--- src/design/pmc_defines.svh ---
`ifndef PMC_DEFINES_SVH
`define PMC_DEFINES_SVH

// ----------------------------------------------------------------------------
// configuration space placement
// ----------------------------------------------------------------------------
`define PMC_CAP_PTR_ADDR 8'h34
`define PMC_CAP_BASE_DEFAULT 8'h40
`define PMC_OFS_CAPABILITY_IDENTIFIER 8'h00
`define PMC_OFS_NEXT 8'h01
`define PMC_OFS_CAPS 8'h02
`define PMC_OFS_CTRL_STAT 8'h04
`define PMC_OFS_BRIDGE_EXT 8'h06
`define PMC_OFS_DATA 8'h07

// ----------------------------------------------------------------------------
// fixed values
// ----------------------------------------------------------------------------
`define PMC_CAPABILITY_IDENTIFIER_VALUE 8'h01
`define PMC_NEXT_VALUE 8'h00
`define PMC_AUX_CURRENT_100MA 3'h2
`define PMC_AUX_SELF_POWERED 3'h0
`define PMC_SPEC_REV_1_1 3'h2

// ----------------------------------------------------------------------------
// capabilities word field positions
// ----------------------------------------------------------------------------
`define PMC_BIT_WAKE_D3COLD 15
`define PMC_BIT_WAKE_D3HOT 14
`define PMC_BIT_WAKE_D2 13
`define PMC_BIT_WAKE_D1 12
`define PMC_BIT_WAKE_D0 11
`define PMC_BIT_SECOND_SLEEP 10
`define PMC_BIT_FIRST_SLEEP 9
`define PMC_AUX_HI 8
`define PMC_AUX_LO 6
`define PMC_BIT_DEV_INIT 5
`define PMC_BIT_WAKE_CLOCK 3
`define PMC_REV_HI 2
`define PMC_REV_LO 0

`endif

--- src/design/pmc_pkg.sv ---
package pmc_pkg;

    // ------------------------------------------------------------------------
    // host controller function flavours
    // ------------------------------------------------------------------------
    typedef enum logic {
        PMC_FUNC_OHCI = 1'b0,
        PMC_FUNC_EHCI = 1'b1
    } pmc_func_kind_t;

    // ------------------------------------------------------------------------
    // strap capture phase
    // ------------------------------------------------------------------------
    typedef enum logic {
        PMC_PH_STRAP = 1'b0,
        PMC_PH_RUN = 1'b1
    } pmc_phase_t;

    // ------------------------------------------------------------------------
    // configuration access request and answer
    // ------------------------------------------------------------------------
    typedef struct packed {
        logic rd;
        logic wr;
        logic [5:0] dword;
        logic [3:0] byteEn;
        logic [31:0] wrData;
    } pmc_cfg_req_t;

    typedef struct packed {
        logic done;
        logic [31:0] rdData;
    } pmc_cfg_rsp_t;

endpackage : pmc_pkg

--- src/design/pmc_capability.sv ---
// Operation
// - identifier byte reads 01h, never written
// - only one entry carries identifier 01h
// - next offset byte reads 00h, last entry
// - structure decoded relative to pointer at 34h
// - capabilities word is two bytes, read only
// - bits 15..11 give wake support per state
// - X bits: 0 for OHCI, 1 for EHCI
// - bit 10 set only when D2 supported
// - bit 9 set only when D1 supported
// - bits 2..0 read 010b, revision 1.1
// - bits 8..6 give aux current, 010b=100mA
// - cold wake strap sets bit 15 default
`include "pmc_defines.svh"

module pmc_capability
    import pmc_pkg::*;
#(
    parameter pmc_func_kind_t FUNC_KIND = PMC_FUNC_EHCI,
    parameter logic [7:0] CAP_BASE = `PMC_CAP_BASE_DEFAULT
)(
    input wire logic clk,
    input wire logic rst,
    input wire logic coldWakeStrap,
    input wire pmc_cfg_req_t cfgReq,
    output pmc_cfg_rsp_t cfgRsp
);

    // ------------------------------------------------------------------------
    // derived capability bits
    // ------------------------------------------------------------------------
    localparam logic funcX = (FUNC_KIND == PMC_FUNC_EHCI);
    localparam logic [7:0] ptrAddr = `PMC_CAP_PTR_ADDR;
    localparam logic [5:0] ptrDword = ptrAddr[7:2];
    localparam logic [5:0] baseDword = CAP_BASE[7:2];
    localparam logic [5:0] ctrlDword = 6'(baseDword + 6'h01);

    // assemble the capabilities word around the sampled strap
    function automatic logic [15:0] capsWord(input logic coldWake);
        logic [15:0] w;
        w = 16'h0000;
        w[`PMC_BIT_WAKE_D3COLD] = coldWake;
        w[`PMC_BIT_WAKE_D3HOT] = 1'b1;
        w[`PMC_BIT_WAKE_D2] = funcX;
        w[`PMC_BIT_WAKE_D1] = 1'b1;
        w[`PMC_BIT_WAKE_D0] = funcX;
        w[`PMC_BIT_SECOND_SLEEP] = funcX;
        w[`PMC_BIT_FIRST_SLEEP] = 1'b1;
        // no cold wake means no standby draw to report
        w[`PMC_AUX_HI:`PMC_AUX_LO] = coldWake ? `PMC_AUX_CURRENT_100MA
            : `PMC_AUX_SELF_POWERED;
        w[`PMC_BIT_DEV_INIT] = 1'b0;
        w[`PMC_BIT_WAKE_CLOCK] = 1'b0;
        w[`PMC_REV_HI:`PMC_REV_LO] = `PMC_SPEC_REV_1_1;
        return w;
    endfunction : capsWord

    // ------------------------------------------------------------------------
    // strap capture
    // ------------------------------------------------------------------------
    pmc_phase_t phase;
    pmc_phase_t next_phase;
    logic [15:0] pmcWord;
    logic [15:0] next_pmcWord;

    always_comb
    begin
        next_phase = phase;
        next_pmcWord = pmcWord;
        unique case (phase)
            PMC_PH_STRAP:
            begin
                // strap taken at the first edge after reset release
                next_pmcWord = capsWord(coldWakeStrap);
                next_phase = PMC_PH_RUN;
            end
            PMC_PH_RUN:
            begin
                next_pmcWord = pmcWord;
            end
        endcase
    end

    always_ff @(posedge clk or posedge rst)
    begin
        if (rst)
        begin
            phase <= PMC_PH_STRAP;
            pmcWord <= 16'h0000;
        end
        else
        begin
            phase <= next_phase;
            pmcWord <= next_pmcWord;
        end
    end

    // ------------------------------------------------------------------------
    // configuration read decode
    // ------------------------------------------------------------------------
    function automatic logic [31:0] readDword(input logic [5:0] dw, input logic [15:0] caps);
        logic [31:0] d;
        d = 32'h0000_0000;
        if (dw == ptrDword)
        begin
            d[7:0] = CAP_BASE;
        end
        else if (dw == baseDword)
        begin
            d[7:0] = `PMC_CAPABILITY_IDENTIFIER_VALUE;
            d[15:8] = `PMC_NEXT_VALUE;
            d[31:16] = caps;
        end
        else if (dw == ctrlDword)
        begin
            // control/status, bridge extension and data read as zero here
            d = 32'h0000_0000;
        end
        return d;
    endfunction : readDword

    // ------------------------------------------------------------------------
    // access answer
    // ------------------------------------------------------------------------
    logic done;
    logic next_done;
    logic [31:0] rdData;
    logic [31:0] next_rdData;
    logic take;

    assign take = (phase == PMC_PH_RUN) && (cfgReq.rd || cfgReq.wr);

    always_comb
    begin
        next_done = take;
        next_rdData = rdData;
        if (take && cfgReq.rd)
        begin
            next_rdData = readDword(cfgReq.dword, pmcWord);
        end
        else if (take)
        begin
            // write data is dropped; the answer carries zero
            next_rdData = 32'h0000_0000;
        end
    end

    always_ff @(posedge clk or posedge rst)
    begin
        if (rst)
        begin
            done <= 1'b0;
            rdData <= 32'h0000_0000;
        end
        else
        begin
            done <= next_done;
            rdData <= next_rdData;
        end
    end

    assign cfgRsp.done = done;
    assign cfgRsp.rdData = rdData;
endmodule : pmc_capability

--- config.mk ---
export PLATFORM = sky130hd
export DESIGN_NAME = pmc_capability
export DESIGN_NICKNAME = d
export VERILOG_FILES = /design/src/design/pmc_pkg.sv /design/src/design/pmc_capability.sv
export VERILOG_INCLUDE_DIRS = /design/src /design/src/design
export SDC_FILE = /design/constraint.sdc
export NUM_CORES = 1
export LEC_CHECK = 0
export BUFFER_PORTS_ARGS = -buffer_cell sky130_fd_sc_hd__buf_2
export CAP_MARGIN = 25
export CORE_MARGIN = 1
export CORE_UTILIZATION = 30
export CTS_BUF_LIST = sky130_fd_sc_hd__clkbuf_8
export DETAILED_ROUTE_END_ITERATION = 8
export PLACE_DENSITY = 0.82
export SLEW_MARGIN = 25
export SYNTH_ARGS = -nofsm -noshare
export SYNTH_HDL_FRONTEND = slang
export SYNTH_SLANG_ARGS = --single-unit
export TNS_END_PERCENT = 1
--- constraint.sdc ---
create_clock -name clk -period 1.2 [get_ports clk]
set_input_delay 0.24 -clock clk [delete_from_list [all_inputs] [get_ports clk]]
set_output_delay 0.24 -clock clk [all_outputs]
set_load 0.02 [all_outputs]
# Yosys cells after proc, flatten, opt, wreduce, memory -nomap -nowiden
# Cells that the tools add are included.
[classes]
reduce_logical = 4
n_eq_ne = 2
n_mux = 7
[ops]
columns = ["op", "n"]
rows = [
  ["32-bit 2-to-1 mux", 3],
  ["24-bit 2-to-1 mux", 1],
  ["16-bit 2-to-1 mux", 1],
  ["8-bit 2-to-1 mux", 1],
  ["6-bit by 4-bit == test with 1-bit output (second input constant)", 1],
  ["6-bit by 5-bit == test with 1-bit output (second input constant)", 1],
  ["1-bit logical AND", 2],
  ["2-bit 2-to-1 mux", 1],
  ["2-bit nonzero test", 1],
  ["1-bit logical OR", 1],
]
[totals]
elab_cells = 17
ff_bits = 50
in_bits = 47
out_inout_bits = 33

# Longest topological paths before layout
[depth]
ltp_word = 4
ltp_mapped = 3
depth_no_buf = 3

# Least setup slack after synthesis
# OpenSTA, ideal clock, no wires.
[synth_timing]
kind = "flip-flop to flip-flop"
start = "register phase"
end = "register rdData[30]"
period_less_slack_ps = 1032
path_slack_ps = 168
stages_incl_launch_ff = 4
setup_time_ps = 68
t_arrival_ps = 964
path_buffers = 0
required_time_ps = 1132
path_cell_list = "dfrtp_1 nand4bb_1 nor4_4 a32o_1"
[synth_via]
elab_chain_cells = 3
elab_cells_between_ends = 4
classes_between = "1 x mux; 3 x reduce/logical"
[synth_lines]
columns = ["item", "line_no", "rtl"]
rows = [
  ["start: declaration", "pmc_capability.sv:61", "pmc_phase_t phase;"],
  ["start signal: assignment", "pmc_capability.sv:93", "phase <= next_phase;"],
  ["1-bit logical AND (*)", "pmc_capability.sv:131", "assign take = (phase == PMC_PH_RUN) && (cfgReq.rd || cfgReq.wr);"],
  ["1-bit logical AND", "pmc_capability.sv:137", "if (take && cfgReq.rd)"],
  ["32-bit 2-to-1 mux or 2-bit nonzero test (tied branches)", "n/a", ""],
  ["end signal: assignment", "pmc_capability.sv:158", "rdData <= next_rdData;"],
  ["end: declaration", "pmc_capability.sv:127", "logic [31:0] rdData;"],
]
# Mark *: on every way between the ends. The rest lies on a longest branch, timed or not.
# A chain may end at the register's enable or synchronous reset.

# Worst setup path in the final report
# Same ends and word-level chain as after synthesis.

==> metrics <==
initial DRC count 4; setup slack, reg-to-reg 0.1 ns; Root Driver clkbuf_8; CTS tree yes; critical path launch point phase$_DFF_PP0_; Routability Congestion 0.726; max incr delay on CP 0.34 ns; vias in the first global route 294; pin count of the biggest net entering global routing 9; Max Fclk 0.907 GHz; worst clock skew 0.00203 ns; Critical Path Start Type flop; RSZ-0062 raised after global routing false; Congestion Overflow GR 0; worst vdd ir 0.000368 V; Worst R2R Start phase$_DFF_PP0_; outcome completed; Req. time, crit path 1.36 ns; slowest CP cell dfrtp_1; core area 1590 sq um; Sink Count 8; full die area 1970 sq um; TNS Setup 0 ns; Worst-path clk slew 0.04 ns; Power Density 1200 nW/um^2; most frequent cells in the layout 22 x conb_1, 22 x buf_2, 8 x dfrtp_1; critical-path maximum fanout 3; post-route DRC violation count 0; TritonRoute pass-1 iters 2; WL/cell 8.35 um; via count 336; synth unique cells 15; row count 14; cell area after synthesis 539 sq um; Final Max Slew Viols 0; worst reg2reg path depth 3; H-tree depth 1; Final WS setup 0.0974 ns; # nets final 121; worst min path class in2reg; final count of negative-setup-slack endpoints 0; input/output buffers 22; sequential share of the synthesized area 37.1%; CTS buffer count 3; Worst path depth 3; Post-Layout Cell Count 96; total wire length 802 um; Overall Power 0.000725 W; Avg Vias per Cell 3.50; Area Overhead vs Synth 11.8%; leakage 0.358 nW; Starting Density 33.8%; final antenna-violating net count 0; initial antenna violation count 0; RR Endpoint rdData[30]$_DFFE_PP0P_; Cell Chain, Critical Path nand4bb_1 > nor4_4 > a32o_1; critical path class reg2reg; Setup crit end kind flop; ANT cells 0; # resized after CTS 0; Fin. Hold Viols 0; die width 44.4 um; WP buf/inv 0; final period utilization 91.9%; DP HPWL 646 um; Worst EP arrival 1.27 ns; CP delay by family, top simple AND/OR/NAND/NOR gates; DP Cell Count 92; first-pass GRT wire length 1.20 mm; layout cell share with drive strength beyond 1 40.3%; Mapped Cells 53; CTS Buffer Depth 2; Place WS 0.0255 ns; Synth warnings 0; Die H 44.4 um; later-pin clock latency in the skew report 0.23 ns; Setup crit end rdData[30]$_DFFE_PP0P_; register bit total from synthesis 8; min Tclk post-route 1.10 ns; total track usage 9.24%; Max-cap violations 0; mean area per synthesized cell 10.2 sq um; I/O pin total 80
[logic make-up after synthesis]
group,Yosys count,share of synthesized area [%]
AND/OR/NAND/NOR,6,10.9
flip-flops,8,37.1
buffers and inverters,31,41.8
AO/OA/AOI/OAI,5,6.73
other,2,1.39
multiplexers,1,2.09
[routing by layer]
layer | GRT usage [%] | routed length [um]
met1 | 9.62 | 315
met2 | 13.8 | 411
met3 | 3.67 | 62
met4 | 9.09 | 13
met5 | 0 | 0
[cell usage after synthesis]
master / n / share of area [%]
buf_4: 29 / 40
nand4b_1: 1 / 1.6
a32o_1: 1 / 1.9
nor4_4: 1 / 3.9
conb_1: 2 / 1.4
or2b_1: 1 / 1.4
dfrtp_1: 8 / 37
a22o_1: 1 / 1.6
inv_1: 2 / 1.4
nand4bb_1: 1 / 2.1
o21ai_0: 2 / 1.9
nand2b_1: 1 / 1.2
a21o_1: 1 / 1.4
nand2_1: 1 / 0.70
mux2_2: 1 / 2.1
[layout make-up]
class	count	area, sq um
Multi-Input combinational cell	34	189
Timing Repair Buffer	25	135
Tap cell	24	30.0
Sequential cell	8	200
Clock buffer	3	41.3
Inverter	2	7.51
Fill cell	160	991
[through the flow]
stage / area (sq um) / hold slack [ns] / utilization, %
floorplan: 614 / 0.0557 / -
global placement: 552 / 0.185 / 34.6
detailed placement: 552 / 0.200 / 34.6
CTS: 603 / 0.253 / 37.8
global route: 603 / 0.257 / 37.8
finish: 603 / 0.252 / 37.8
[worst min path at each step]
stage	start	end	cells past startpoint
after floorplan	rst	done$_DFF_PP0_	1
after global placement	rst	done$_DFF_PP0_	2
after detailed placement	rst	done$_DFF_PP0_	2
after CTS	coldWakeStrap	pmcWord[7]$_DFFE_PP0N_	2
after global routing	coldWakeStrap	pmcWord[7]$_DFFE_PP0N_	2
final	coldWakeStrap	pmcWord[7]$_DFFE_PP0N_	2
[sequential cells by signal (all words and copies together) (netlist names)]
name and count:
phase 1, done 1, pmcWord 2, rdData 4
[repair_timing]
item	in CTS	in global routing
endpoints found under the hold margin	8	0
buffers inserted	0	0
hold buffers	1	0
[power breakdown]
group | switching, W | internal, W | leakage, nW
clock network | 0.000105 | 0.000217 | 0.0216
logic | 0.0000889 | 0.0000302 | 0.236
registers | 0.00000409 | 0.000279 | 0.100
total | 0.000198 | 0.000527 | 0.358
Note: power is estimated with default switching activity, not from simulation.
